===== config.mk =====
export PLATFORM = sky130hd
export DESIGN_NAME = hsio_regs
export DESIGN_NICKNAME = d
export VERILOG_FILES = /design/src/hw/hsio_pkg.sv /design/src/hw/hsio_regs.sv
export SDC_FILE = /design/constraint.sdc
export NUM_CORES = 1
export LEC_CHECK = 0
export BUFFER_PORTS_ARGS = -buffer_cell sky130_fd_sc_hd__buf_2
export CAP_MARGIN = 20
export CORE_ASPECT_RATIO = 1.5
export CORE_UTILIZATION = 45
export CTS_BUF_LIST = sky130_fd_sc_hd__clkbuf_8 sky130_fd_sc_hd__clkbuf_16
export DETAILED_ROUTE_END_ITERATION = 10
export PLACE_DENSITY = 0.72
export REMOVE_ABC_BUFFERS = 1
export SYNTH_ARGS = -nofsm -noshare
export SYNTH_HDL_FRONTEND = slang
export SYNTH_SLANG_ARGS = --single-unit
export TNS_END_PERCENT = 10

===== constraint.sdc =====
create_clock -name clk_sys -period 1.98 [get_ports clk_sys]
set_clock_uncertainty 0.1 [all_clocks]
set_input_delay 0.396 -clock clk_sys [delete_from_list [all_inputs] [get_ports clk_sys]]
set_output_delay 0.396 -clock clk_sys [all_outputs]
set_load 0.01 [all_outputs]

===== src/hw/hsio_pkg.sv =====
// Package with register map, field positions, reset values and timing for the start-up interlock block.
package hsio_pkg;

  localparam logic [7:0] HSIO_OFF_OC_CTRL    = 8'he6;
  localparam logic [7:0] HSIO_OFF_ILOCK_CTRL = 8'he7;
  localparam logic [7:0] HSIO_OFF_PWR_STAT   = 8'he5;

  localparam logic [7:0] HSIO_OC_MASK        = 8'h0e;
  localparam logic [7:0] HSIO_ILOCK_MASK     = 8'h03;
  localparam logic [7:0] HSIO_PWR_MASK       = 8'h0e;
  localparam int         HSIO_ILOCK_CFG_BIT  = 0;
  localparam int         HSIO_ILOCK_CON_BIT  = 1;

  localparam logic [7:0] HSIO_OC_RESET       = 8'h00;
  localparam logic [7:0] HSIO_ILOCK_RESET    = 8'h00;
  localparam logic [7:0] HSIO_PWR_RESET      = 8'h00;

  // Configuration timeout in microseconds and the derived cycle count at 20 MHz.
  localparam int         HSIO_CLK_MHZ        = 20;
  localparam int         HSIO_CFG_TMO_US     = 1000;
  localparam int         HSIO_CFG_TMO_CYC    = HSIO_CFG_TMO_US * HSIO_CLK_MHZ;

  typedef enum logic [1:0] {
    HSIO_ST_CONFIG,
    HSIO_ST_CHGDET,
    HSIO_ST_CONNECT,
    HSIO_ST_COMM
  } hsio_stage_t;

endpackage : hsio_pkg


===== src/hw/hsio_regs.sv =====
// Over-current report and start-up interlock registers with the start-up stage sequencer.
`timescale 1ns/1ps
`default_nettype none

module hsio_regs
  import hsio_pkg::*;
#(
  parameter int CFG_TMO_CYC = HSIO_CFG_TMO_CYC
) (
  input  wire logic       clk_sys,
  input  wire logic       sys_rst,
  input  wire logic       reg_wr,
  input  wire logic       reg_rd,
  input  wire logic [7:0] reg_addr,
  input  wire logic [7:0] reg_wdata,
  output logic      [7:0] reg_rdata,
  input  wire logic [3:1] host_port_power,
  input  wire logic       hub_connect,
  input  wire logic       chgdet_done,
  output logic      [3:1] overcurrent_flags,
  output logic      [3:1] port_power_status,
  output logic      [1:0] stage,
  output logic            cfg_write_ok
);

  // ****************************************************************
  // Register state
  // ****************************************************************
  logic [7:0]  oc_q,    oc_d;
  logic [7:0]  il_q,    il_d;
  logic [7:0]  pwr_q,   pwr_d;
  logic [7:0]  rdata_q, rdata_d;
  logic [31:0] tmo_q,   tmo_d;
  logic        il_wr_q, il_wr_d;
  logic        con_s1_q, con_s2_q;
  logic [2:0]  hp_s1_q, hp_s2_q;
  hsio_stage_t st_q,    st_d;

  // Write decode. A write to any other address, the read-only power status
  // word included, leaves both registers untouched.
  always_comb begin
    oc_d    = oc_q;
    il_d    = il_q;
    il_wr_d = il_wr_q;
    if (reg_wr && reg_addr == HSIO_OFF_OC_CTRL) begin
      oc_d = reg_wdata & HSIO_OC_MASK;
    end else if (reg_wr && reg_addr == HSIO_OFF_ILOCK_CTRL) begin
      il_d    = reg_wdata & HSIO_ILOCK_MASK;
      // Any interlock write, whatever its value, hands the exit from the
      // configuration stage to software and retires the timeout path.
      il_wr_d = 1'b1;
    end
  end

  // ****************************************************************
  // Read-back
  // ****************************************************************
  // The read word is registered, so it stands from the edge after the strobe
  // until the next read; a write in the same cycle is not yet reflected.
  always_comb begin
    rdata_d = rdata_q;
    if (reg_rd) begin
      if (reg_addr == HSIO_OFF_OC_CTRL) begin
        rdata_d = oc_q;
      end else if (reg_addr == HSIO_OFF_ILOCK_CTRL) begin
        rdata_d = il_q;
      end else if (reg_addr == HSIO_OFF_PWR_STAT) begin
        rdata_d = pwr_q;
      end else begin
        rdata_d = 8'h00;
      end
    end
  end

  // ****************************************************************
  // Port power status
  // ****************************************************************
  // Host enable sets a power bit; an active over-current flag forces it low.
  // The next over-current value is used, not the current one, so that a new
  // flag and the cleared power bit appear at the same edge; otherwise both
  // would read one together for a cycle.
  always_comb begin
    pwr_d = {4'h0, hp_s2_q, 1'b0} & ~oc_d & HSIO_PWR_MASK;
  end

  // ****************************************************************
  // Start-up stage sequencer
  // ****************************************************************
  // The hub walks configuration, charger detect, connect and communication
  // in that order and never goes back short of a reset. The timeout counter
  // saturates at its limit so it cannot wrap and restart the stage.
  // Limitation: a hold-configure write that arrives after the timeout has
  // already expired is too late to keep the hub in configuration.
  always_comb begin
    st_d  = st_q;
    tmo_d = tmo_q;
    case (st_q)
      HSIO_ST_CONFIG: begin
        if (tmo_q < 32'(CFG_TMO_CYC)) begin
          tmo_d = tmo_q + 32'h1;
        end
        // Once software has written the interlock, only the hold-configure
        // bit decides; the timeout no longer forces an exit.
        if (il_wr_q) begin
          if (!il_q[HSIO_ILOCK_CFG_BIT]) begin
            st_d = HSIO_ST_CHGDET;
          end
        end else if (tmo_q >= 32'(CFG_TMO_CYC) - 32'h1) begin
          st_d = HSIO_ST_CHGDET;
        end
      end
      HSIO_ST_CHGDET: begin
        if (chgdet_done) begin
          st_d = HSIO_ST_CONNECT;
        end
      end
      HSIO_ST_CONNECT: begin
        // Either the cleared hold-connect bit or the synchronised connect
        // pin releases the stage; neither must wait for the other.
        if (!il_q[HSIO_ILOCK_CON_BIT] || con_s2_q) begin
          st_d = HSIO_ST_COMM;
        end
      end
      default: begin
        st_d = st_q;
      end
    endcase
  end

  always_ff @(posedge clk_sys or posedge sys_rst) begin
    if (sys_rst) begin
      oc_q     <= HSIO_OC_RESET;
      il_q     <= HSIO_ILOCK_RESET;
      pwr_q    <= HSIO_PWR_RESET;
      rdata_q  <= 8'h00;
      tmo_q    <= 32'h0;
      il_wr_q  <= 1'b0;
      st_q     <= HSIO_ST_CONFIG;
    end else begin
      oc_q     <= oc_d;
      il_q     <= il_d;
      pwr_q    <= pwr_d;
      rdata_q  <= rdata_d;
      tmo_q    <= tmo_d;
      il_wr_q  <= il_wr_d;
      st_q     <= st_d;
    end
  end

  // ****************************************************************
  // Pin synchronisers
  // ****************************************************************
  // The connect pin and the host power enables come from outside this clock
  // domain. Only the second stage is read by any logic, so a metastable first
  // stage never reaches the sequencer or the power status.
  always_ff @(posedge clk_sys or posedge sys_rst) begin
    if (sys_rst) begin
      con_s1_q <= 1'b0;
      con_s2_q <= 1'b0;
      hp_s1_q  <= 3'h0;
      hp_s2_q  <= 3'h0;
    end else begin
      con_s1_q <= hub_connect;
      con_s2_q <= con_s1_q;
      hp_s1_q  <= host_port_power;
      hp_s2_q  <= hp_s1_q;
    end
  end

  // ****************************************************************
  // Outputs
  // ****************************************************************
  // The stage and write-enable outputs load from the next state, so they
  // change at the same edge as the sequencer, except that the write enable resets low and rises only at the first edge after reset.
  // The flag copy likewise loads from the next register value, keeping it
  // in step with the power status that it clears.
  logic [3:1] ocf_q;
  logic [1:0] stage_q;
  logic       cwo_q;

  always_ff @(posedge clk_sys or posedge sys_rst) begin
    if (sys_rst) begin
      ocf_q   <= 3'h0;
      stage_q <= 2'h0;
      cwo_q   <= 1'b0;
    end else begin
      ocf_q   <= oc_d[3:1];
      stage_q <= st_d;
      cwo_q   <= (st_d == HSIO_ST_CONFIG);
    end
  end

  assign reg_rdata         = rdata_q;
  assign overcurrent_flags = ocf_q;
  assign port_power_status = pwr_q[3:1];
  assign stage             = stage_q;
  assign cfg_write_ok      = cwo_q;

endmodule : hsio_regs

`default_nettype wire


Word level (Yosys, flattened, before mapping)

Cells that the tools add are included.

Flip-flop bits (word level): 68
Output and inout port bits: 17
Word-level logic and storage cells: 42

Add/subtract/negate cells: 1
$lt $le $gt $ge: 2
Equality and inequality tests: 5
Muxes and demuxes: 10
Bitwise operators: 3
Reduce and logical (&&, ||, !) cells: 8

Operators by type and width:

| kind                                                                                  | count |
|---|---|
| 32-bit by 1-bit adder with 32-bit output, second input constant                       | 1 |
| 32-bit by 15-bit greater-or-equal comparator with 1-bit output, second input constant | 1 |
| 32-bit by 15-bit less-than comparator with 1-bit output, second input constant        | 1 |
| 8-bit equality test, second input constant                                            | 3 |
| 8-bit two-way mux                                                                     | 2 |
| 2-bit two-way mux                                                                     | 5 |
| 4-bit two-way mux                                                                     | 2 |
| 2-bit one-hot mux with 3 select lines                                                 | 1 |
| 4-bit AND                                                                             | 1 |
| 2-bit zero test                                                                       | 2 |
| 4-bit NOT                                                                             | 1 |
| 2-bit AND reduction                                                                   | 2 |
| 2-bit by 1-bit equality test with 1-bit output, second input constant                 | 1 |
| 2-bit equality test, second input constant                                            | 1 |
| 1-bit logical AND                                                                     | 2 |
| 1-bit zero test                                                                       | 1 |
| 1-bit logical OR                                                                      | 1 |
| 1-bit NOT                                                                             | 1 |

Longest topological paths before layout

Gate-level depths: netlist of run 1.

Word-level depth: 5
Gate-level depth with buffers: 6

Worst setup path after synthesis of run 1

Ideal clock, no wire load.

Path type: register -> register
Start point: register tmo_q[9]
End point: register tmo_q[1]
Library setup time: 127 ps
Data arrival time: 1547 ps
Required time: 1753 ps
Path slack: 206 ps
Cell stages (with the launch flop): 6
Path buffers: 0
Period minus slack after synthesis: 1774 ps
Path through: dfrtp_1 > and3_4 > o31a_1 > a211oi_4 > nand2_1 > mux2_1

Word-level cells in the longest chain between the ends: 2

Ends and longest elaborated chain:

| item                                                    | RTL line         | source |
|---|---|---|
| start: declaration                                      | hsio_regs.sv:33  | `logic [31:0] tmo_q, tmo_d;` |
| start signal: assignment                                | hsio_regs.sv:144 | `tmo_q <= tmo_d;` |
| 32-bit by 15-bit less-than comparator with 1-bit output | hsio_regs.sv:99  | `if (tmo_q < 32'(CFG_TMO_CYC)) begin` |
| 2-bit AND reduction (no line)                           | -                |  |

No other way between the ends.
A chain may end at the register's enable or synchronous reset.

Worst setup path in the final report of run 1

Start point: register tmo_q[11]
End point: register tmo_q[11]

Word-level cells in the longest chain between the ends: 2
Elaborated cells on any way between the ends: 3
Classes of those cells: add/sub (1); order compare (1); reduce/logical (1)

Ends and longest elaborated chain:

| item                                                    | RTL line |
|---|---|
| 32-bit by 15-bit less-than comparator with 1-bit output | hsio_regs.sv:99 |
| 2-bit AND reduction (no line)                           | - |

Parallel ways exist; a longest one is shown, timed or not.

==> run_results.csv, run 1 <==
group,metric,value,unit
power,p_per_area,907.8,nW/um2
grt,grtUsageTotal,16.06,%
layout,num-nets-final,243,
cts,post_cts_buffers,0,
cts,cts_buffers,9,
cts,clkLatencyLatePin,0.33,ns
synth,ys_seq_area_share,62.81,%
layout,antenna_cells,0,
timing,hold_viol_final,3,
synth,yosysWarningCount,0,
layout,utilization,55.38,%
layout,drive_gt1_share,29.28,%
cts,htreeDepth,3,
grt,grt_pass1_wl,6099,um
timing,setup_viol,0,
timing,fin_setup_tns,0,ns
routing,remaining_drc_errors,0,
timing,fmax,531.1,MHz
setup_path,crit_path_start_kind,"flip-flop",
layout,syn_to_final_growth,18.24,%
hold_path,hold_class,"primary input to async pin",
synth,synth_area,2271,um2
floorplanning,start_util,46.84,%
cts,cts_hold_buf,0,
floorplanning,fp.dieH,89.01,um
run,drv_cap,0,
synth,netlist_instances,188,
timing,rsz0062_at_grt,"false",
grt,grt_pass1_vias,1371,
synth,ys_ff_latch,57,
synth,ys_types,36,
timing,whs,-0.003255,ns
setup_path,cp.arrival,2.00,ns
floorplanning,ios,42,
cts,cts_sinks,57,
setup_path,worstSetupPathType,"flip-flop to flip-flop",
cts,cts_resized,0,
power,vdd_drop_max,0.0006922,V
cts,cts_tree,"done",
power,leakage,1.331,nW
grt,grt.overflow.total,0,
routing,num_vias,1391,
floorplanning,die_area,5340,um2
routing,routed_wl,3708,um
routing,ant_nets,0,
cts,cts_root_buffer,"clkbuf_8",
timing,drv_slew,0,
timing,min_period,1.883,ns
routing,wl_per_cell,12.88,um
placed_design,dpl.hpwl,2541,um
routing,drt-initial-drc-count,39,
routing,via_per_inst,4.830,
grt,grt_max_degree,58,
cts,clockBufferDepth,2,
floorplanning,die_w,60,um
setup_path,critPathRequiredTime,2.10,ns
routing,first_pass_iters,4,
grt,antenna_found_initial,0,
status,violations,"negative hold slack",
floorplanning,rows,31,
timing,fin_crit_sh,95.09,%
synth,syn_area_per_cell,12.08,um2
setup_path,crit_path_end_kind,"flip-flop",
placed_design,routabilityCongestion,0.7999,
floorplanning,fp.coreArea,4848,um2
setup_path,crit_path_max_fanout,6,
placed_design,portBuffers,33,
setup_path,reg2reg_slack,0.1,ns
status,status,"finished, violations left",
cts,clk_pin_slew,0.07,ns
state kept, by name (all words and copies together), names as in the netlist:
signal	cells
hp_s1_q	3
pwr_q	3
il_q	2
con_s1_q	1
oc_q	2
reg_rdata	4
cfg_write_ok	1
overcurrent_flags	2
hp_s2_q	3
stage	2
il_wr_q	1
con_s2_q	1
tmo_q	32
worst paths after layout:
path,start,to,cells past startpoint
setup / recovery,tmo_q[11],tmo_q[11],6
hold / removal,sys_rst,reg_rdata[2],3
setup reg to reg,tmo_q[11],tmo_q[11],6
hold reg to reg,con_s1_q,con_s2_q,0
max in group asynchronous,sys_rst,tmo_q[18],3
min in group clk_sys,host_port_power[3],hp_s1_q[2],1
area by class of cell:
cell class	instances	area (um2)
sequential	57	1426
multi-input combinational	100	698.2
clock buffer	9	123.9
tap	66	82.58
inverter	8	30.03
timing repair buffer	41	237.7
clock inverter	7	86.33
fill	435	2163
routing by layer:
layer / global-route usage, % / share of wire (%) / vias up
met5: 0 / 0 / -
met2: 23.74 / 50 / 24
met3: 5.644 / 3.2 / 7
li1: - / - / 681
met1: 20.21 / 44 / 679
met4: 9.514 / 2.3 / 0
cells by family (layout without fill, tap and decap cells):
group | after synthesis | count (layout) | synth area share (%)
adder cells (fa/ha/maj) | 1 | 1 | 0.5509
other | 1 | 4 | 0.1651
multiplexers | 8 | 8 | 3.967
buffers and inverters | 34 | 65 | 6.942
AO/OA/AOI/OAI | 15 | 15 | 5.014
AND/OR/NAND/NOR | 59 | 59 | 15.54
flip-flops | 57 | 57 | 62.81
XOR/XNOR | 13 | 13 | 5.014
critical path: stages (launching register included):
cell,delay [ns]
dfrtp_1,0.40
and3_4,0.19
o31a_1,0.27
a211oi_4,0.34
buf_4,0.20
nand4_1,0.12
xnor2_1,0.15
synthesized netlist by cell type (all sizes together):
cell type	count	area (um2)
dfrtp	57	1426
clkbuf	18	67.56
xnor2	13	113.9
nand4	11	68.82
and3	9	61.31
buf	8	60.06
inv	8	30.03
mux2	8	90.08
nand2	7	26.28
nand3	6	30.03
nor2	5	18.77
nor2b	4	25.02
nor4	4	25.02
o21ai	4	20.01
nor3	3	15.01
a22o	2	17.52
and2	2	12.51
and4	2	17.52
nand2b	2	12.51
o22ai	2	12.51
a211oi	1	20.02
a21o	1	7.510
a21oi	1	5.000
a22oi	1	7.510
and3b	1	8.760
and4b	1	10.01
conb	1	3.750
ha	1	12.51
nand4b	1	8.760
nor3b	1	12.51
o21a	1	7.510
o21bai	1	7.510
o31a	1	8.760
power by group:
group	switching [mW]	internal, mW	total, mW
Clock	0.443	0.696	1.14
Combinational	0.0524	0.0417	0.0941
Sequential	0.0153	1.19	1.20
metrics by stage:
step / power (mW) / hold WS, ns / setup slack [ns] / std cells / cell area, um2
final: 2.437 / -0.003255 / 0.09714 / 288 / 2685
after floorplan: 1.272 / 0.2312 / 0.005117 / 165 / 2155
after global placement: 1.318 / 0.2322 / 0.1265 / 272 / 2475
after CTS: 2.470 / 0.01595 / 0.1063 / 288 / 2685
after global routing: 2.544 / 0.02123 / 0.01247 / 288 / 2685
after detailed placement: 1.322 / 0.2434 / 0.1189 / 272 / 2475
layout by cell type (no fill, tap or decap), drive strengths merged, types with 5 or more instances in the layout:
cell type   n
nor2        5
mux2        8
nand3       6
nand2       7
buf        41
nand4      11
dfrtp      57
xnor2      13
inv         9
clkbuf      9
and3        9
(Power assumes the default switching activity.)
==> inputs of run 2 (changes only) <==
==> constraint.sdc (replaced) <==
create_clock -name clk_sys -period 1.98 [get_ports clk_sys]
set_clock_uncertainty 0.1 [all_clocks]
set_input_delay 0.099 -clock clk_sys [delete_from_list [all_inputs] [get_ports clk_sys]]
set_output_delay 0.099 -clock clk_sys [all_outputs]
set_load 0.01 [all_outputs]
==> run 2 against run 1 <==
Effect of this change:
- the run now ends clean
- fmax about the same
- worst hold slack better by 0.056 ns
- non-clock buffer count grew 19
- global-route usage grew 1.6 points
- combinational power rose by 20%
- die area stayed put
- power is 5.8% higher
- utilization is 4.4 points higher
- critical path type unchanged
- largest cell class unchanged
==> run_results.csv, run 2 (synthesis gave the netlist of run 1 again) <==
group,metric,value,unit
status,status,"complete, no violations",
floorplanning,ios,42,
setup_path,worstSetupPathType,"flip-flop to flip-flop",
grt,grt_pass1_wl,6575,um
floorplanning,start_util,46.84,%
routing,wl_per_cell,13.58,um
setup_path,cp_top_family,"simple AND/OR/NAND/NOR gates",
floorplanning,die_w,60,um
floorplanning,die_area,5340,um2
power,p_per_area,889.2,nW/um2
layout,final_cell_mix,"57 x dfrtp_1, 33 x buf_2, 13 x xnor2_1, 13 x buf_4",
cts,cts_buffers,9,
timing,whs,0.05271,ns
placed_design,dpl.hpwl,2641,um
setup_path,crit_path_end_kind,"flip-flop",
cts,cts_tree,"done",
routing,remaining_drc_errors,0,
power,vdd_drop_max,0.0005579,V
setup_path,cp_cell_sequence,"nor4_2 -> nand3_1 -> a211oi_4 -> buf_4 -> nand2_1 -> mux2_1",
setup_path,cp.arrival,2.00,ns
grt,grt.overflow.total,0,
placed_design,portBuffers,33,
layout,num-nets-final,262,
timing,drv_slew,0,
grt,grtUsageTotal,17.63,%
timing,min_period,1.882,ns
routing,met1Wirelength,1658,um
placed_design,routabilityCongestion,0.7771,
cts,clk_pin_slew,0.06,ns
timing,setup_viol,0,
setup_path,crit_path_start_kind,"flip-flop",
floorplanning,fp.coreArea,4848,um2
cts,cts_root_buffer,"clkbuf_8",
setup_path,slowest_delay,0.40,ns
setup_path,critPathRequiredTime,2.10,ns
layout,nFillCells,393,
layout,layout_commonest_cell,"dfrtp_1",
routing,first_pass_iters,4,
cts,clockBufferDepth,2,
layout,largest_register_ffs,32,
cts,cts_sinks,57,
layout,largest_register,"tmo_q",
routing,via_per_inst,4.967,
routing,routed-wl-met3,151,um
floorplanning,rows,31,
setup_path,crit_path_max_fanout,6,
placed_design,dpl-instance-area,2477,um2
layout,antenna_cells,0,
routing,ant_nets,0,
timing,fmax,531.3,MHz
layout,fin_area,2899,um2
routing,topRoutingLayerUsed,"met4",
setup_path,cp_slowest_cell,"dfrtp_1",
run,drv_cap,0,
routing,num_vias,1525,
cts,clkLatencyLatePin,0.33,ns
hold_path,hold_class,"primary input to flip-flop",
timing,fin_crit_sh,95.07,%
floorplanning,fp.dieH,89.01,um
setup_path,crit_buf_inv,1,
timing,fin_setup_tns,0,ns
layout,drive_gt1_share,31.54,%
power,leakage,1.428,nW
routing,dr_wl_met2,2219,um
cts,htreeDepth,3,
grt,antenna_found_initial,0,
timing,hold_viol_final,0,
grt,grt_pass1_vias,1482,
routing,drt-initial-drc-count,31,
layout,syn_to_final_growth,27.66,%
grt,grt_max_degree,29,
routing,routed_wl,4169,um
[run 2: cell types whose count changed in the layout (fill, tap and decap cells not counted), moves of 2 or more]
cell,change
dlygate4sd3_1,+12
buf_6,+2
buf_4,+6
clkbuf_8,+3
nor4_2,+2
clkinv_2,-2
nor4_1,-2
[run 2: layout make-up]
| cell class | instances | area (um2) | area share [%] |
|---|---|---|---|
| clock inverters | 4 | 73.82 | 2.546 |
| flip-flops and latches | 57 | 1426 | 49.20 |
| clock buffers | 12 | 165.2 | 5.697 |
| repair buffers | 60 | 405.4 | 13.98 |
| inverters | 8 | 30.03 | 1.036 |
| multi-input cells | 100 | 715.7 | 24.69 |
| well taps | 66 | 82.58 | 2.849 |
[run 2: path summary, 6_finish.rpt]
path                                  start            to  slack, ns  depth (start not counted)
worst max-delay path              tmo_q[15]      tmo_q[1]        0.1                          6
worst min-delay path            reg_addr[0]  reg_rdata[1]       0.05                          3
worst max register to register    tmo_q[15]      tmo_q[1]        0.1                          6
worst min register to register   hp_s1_q[0]    hp_s2_q[0]       0.25                          0
max in group asynchronous           sys_rst       il_wr_q       1.15                          4
min in group asynchronous           sys_rst  reg_rdata[3]       0.09                          3
[run 2: timing repair]
| item | in CTS | in global routing |
|---|---|---|
| endpoints found under the setup margin | 0 | 7 |
| buffers inserted | 0 | 5 |
| hold buffers | 12 | 0 |
| hold endpoints to repair | 75 | 0 |
| resized for setup | 0 | 5 |
[run 2: where the power goes]
part	internal, mW	total [mW]	switching, mW	leakage (nW)
registers	1.19	1.20	0.0146	0.757
logic	0.0555	0.113	0.0573	0.548
clock network	0.811	1.26	0.450	0.123
[run 2: metal layers]
layer / vias to the layer above / track usage [%]
li1: 718 / -
met1: 749 / 19.86
met2: 44 / 28.08
met3: 14 / 5.933
met4: 0 / 11.63
met5: - / 0
[run 2: through the flow]
| step | instances | power (mW) | utilization, % | setup slack, ns |
|---|---|---|---|---|
| final | 307 | 2.578 | 59.79 | 0.09766 |
| after global routing | 307 | 2.672 | 59.79 | -0.06245 |
| after CTS | 302 | 2.603 | 58.50 | 0.03523 |
| after detailed placement | 274 | 1.318 | 51.10 | 0.05571 |
| after global placement | 274 | 1.316 | 51.10 | 0.09090 |
| after floorplan | 165 | 1.272 | - | 0.005117 |
[run 2: tightest hold or removal path, cell delays in order]
cell     delay, ns
buf_2         0.14
a22oi_1       0.08
o22ai_1       0.12
==> inputs of run 3 (changes only) <==
- CORE_UTILIZATION: 45 -> 40
- PLACE_DENSITY: 0.72 -> 0.66
==> run 3 against run 2 <==
Effect of this change:
- worst hold slack got worse by 0.0012 ns
- worst setup slack improved by 0.026 ns
- final cell count did not move
- power fell by 2.8%
- die area rose by 12%
- clock power fell by 6%
- non-clock buffer count fell by 4
- routed wire length fell by 9.4%
- critical endpoint is now tmo_q[4]
- largest cell class unchanged
- highest routed layer unchanged
==> run_results.csv, run 3 (synthesis gave the netlist of run 1 again) <==
group,metric,value,unit
power,seqPwrFrac,48.0,%
setup_path,reg2reg_slack,0.12,ns
timing,fin_setup_tns,0,ns
layout,final_cell_mix,"57 x dfrtp_1, 33 x buf_2, 13 x xnor2_1",
setup_path,crit_buf_inv,1,
cts,htreeDepth,3,
placed_design,place_inst,277,
power,p_int,1.981,mW
cts,cts_buffers,9,
timing,hold_viol_final,0,
cts,clkLatencyLatePin,0.33,ns
grt,grt.overflow.total,0,
layout,antenna_cells,0,
floorplanning,fp.coreArea,5450,um2
routing,first_pass_iters,4,
floorplanning,die_w,63.52,um
timing,rsz0062_at_grt,"false",
power,leakage,1.404,nW
timing,maxSlewHeadroom,57.49,%
floorplanning,die_area,5989,um2
power,p_clk_share,47.5,%
floorplanning,rows,33,
layout,fin_cells,307,
run,drv_cap,0,
placed_design,portBuffers,33,
layout,fin_area,2848,um2
routing,wl_per_cell,12.30,um
timing,fin_crit_sh,93.76,%
hold_path,hold_path_depth,3,
timing,worstMarginPinSlew,0.6368,ns
setup_path,crit_path_max_fanout,5,
setup_path,reg2reg_from,"tmo_q[11]",
grt,antenna_found_initial,0,
placed_design,routabilityCongestion,0.7061,
timing,fmax,538.7,MHz
hold_path,hp-start,"reg_wr",
timing,setup_viol,0,
power,combPwrFrac,4.5,%
power,vdd_drop_max,0.0004909,V
cts,cts_root_buffer,"clkbuf_8",
setup_path,crit_path_start_kind,"flip-flop",
power,p_sw,523.9,uW
grt,grtUsageTotal,14.16,%
timing,drv_slew,0,
cts,clockBufferDepth,2,
hold_path,hold_class,"primary input to flip-flop",
floorplanning,start_util,41.67,%
cts,cts_tree,"done",
grt,grt_pass1_vias,1380,
setup_path,cp_num_cells,6,
placed_design,dpl.hpwl,2491,um
hold_path,min_to,"il_wr_q",
layout,largest_register,"tmo_q",
status,status,"complete, no violations",
routing,num_vias,1433,
floorplanning,ios,42,
routing,remaining_drc_errors,0,
layout,largest_register_ffs,32,
grt,grt_pass1_wl,6285,um
setup_path,cp_slowest_cell,"dfrtp_1",
timing,min_period,1.856,ns
routing,via_per_inst,4.668,
placed_design,dpl-instance-area,2487,um2
layout,layout_commonest_cell,"dfrtp_1",
routing,routed_wl,3777,um
setup_path,worstSetupPathType,"flip-flop to flip-flop",
setup_path,slowest_delay,0.40,ns
cts,cts_sinks,57,
setup_path,rr_worst_depth,6,
setup_path,cp.arrival,1.97,ns
cts,clk_pin_slew,0.06,ns
grt,grt_max_degree,31,
setup_path,r2r_end,"tmo_q[4]",
setup_path,cp_top_family,"compound AO/OA/AOI/OAI gates",
layout,syn_to_final_growth,25.40,%
routing,drt-initial-drc-count,35,
setup_path,critPathRequiredTime,2.09,ns
power,swShare,20.91,%
layout,drive_gt1_share,29.11,%
setup_path,cp_cell_sequence,"and3_4 -> o31a_1 -> a211oi_4 -> buf_4 -> nand4_1 -> xnor2_1",
routing,ant_nets,0,
setup_path,crit_path_end_kind,"flip-flop",
power,p_per_area,879.6,nW/um2
layout,num-nets-final,258,
floorplanning,fp.dieH,94.28,um
==> run 3: cell types whose count changed in the layout (fill, tap and decap cells not counted), moves of 2 or more <==
cell      delta
buf_6        -2
nor4_2       -2
buf_4        -3
clkbuf_8     -2
nor4_1       +2
==> run 3: worst min-delay path: stages <==
cell,delay (ns)
buf_2,0.11
nand4_1,0.16
nand2b_1,0.07
==> run 3: power by group through the flow <==
stage                     Sequential (mW)  Clock, mW  Combinational [mW]
after global placement               1.22          0              0.0944
after CTS                            1.20       1.22               0.115
after detailed placement             1.23          0              0.0958
after global routing                 1.21       1.27               0.127
final                                1.20       1.19               0.112
after floorplan                      1.22          0              0.0475
==> run 3: final cells by class <==
class                   instances  area, um2
well taps                      70      87.58
clock inverters                 6      82.58
multi-input cells             100      703.2
clock buffers                  10      137.6
flip-flops and latches         57       1426
fillers                       508       2603
inverters                       8      30.03
repair buffers                 56      380.4
==> run 3: how the worst max path moves through the flow <==
stage	from	endpoint	slack, ns
floorplan	tmo_q[9]	tmo_q[1]	0.005
global placement	tmo_q[11]	tmo_q[1]	0.11
detailed placement	tmo_q[9]	tmo_q[1]	0.1
CTS	tmo_q[11]	tmo_q[1]	0.07
global route	tmo_q[20]	tmo_q[10]	0.04
finish	tmo_q[11]	tmo_q[4]	0.12
==> run 3: per-stage QoR <==
stage / total power, mW / utilization (%) / worst slack (ns) / hold slack, ns
2_1_floorplan: 1.272 / - / 0.005117 / 0.03043
3_3_place_gp: 1.319 / 45.64 / 0.1054 / 0.1074
3_5_place_dp: 1.321 / 45.64 / 0.09755 / 0.1087
4_1_cts: 2.537 / 51.88 / 0.06563 / 0.04386
5_1_grt: 2.607 / 52.25 / 0.03808 / 0.06593
6_report: 2.505 / 52.25 / 0.1236 / 0.05153
==> run 3: routing by layer <==
layer  share of wire, %  track usage, %  vias to the layer above
met4                2.4           9.659                        0
met2                 47           20.57                       27
met3                2.9           4.005                        7
met5                  0               0                        -
met1                 48           18.15                      684
li1                   -               -                      715
==> run 3: timing repair <==
item | in CTS | in global routing
setup buffers | 0 | 2
endpoints found under the hold margin | 47 | 0
hold buffers | 12 | 0
endpoints found under the setup margin | 0 | 2
gates resized for setup | 0 | 1
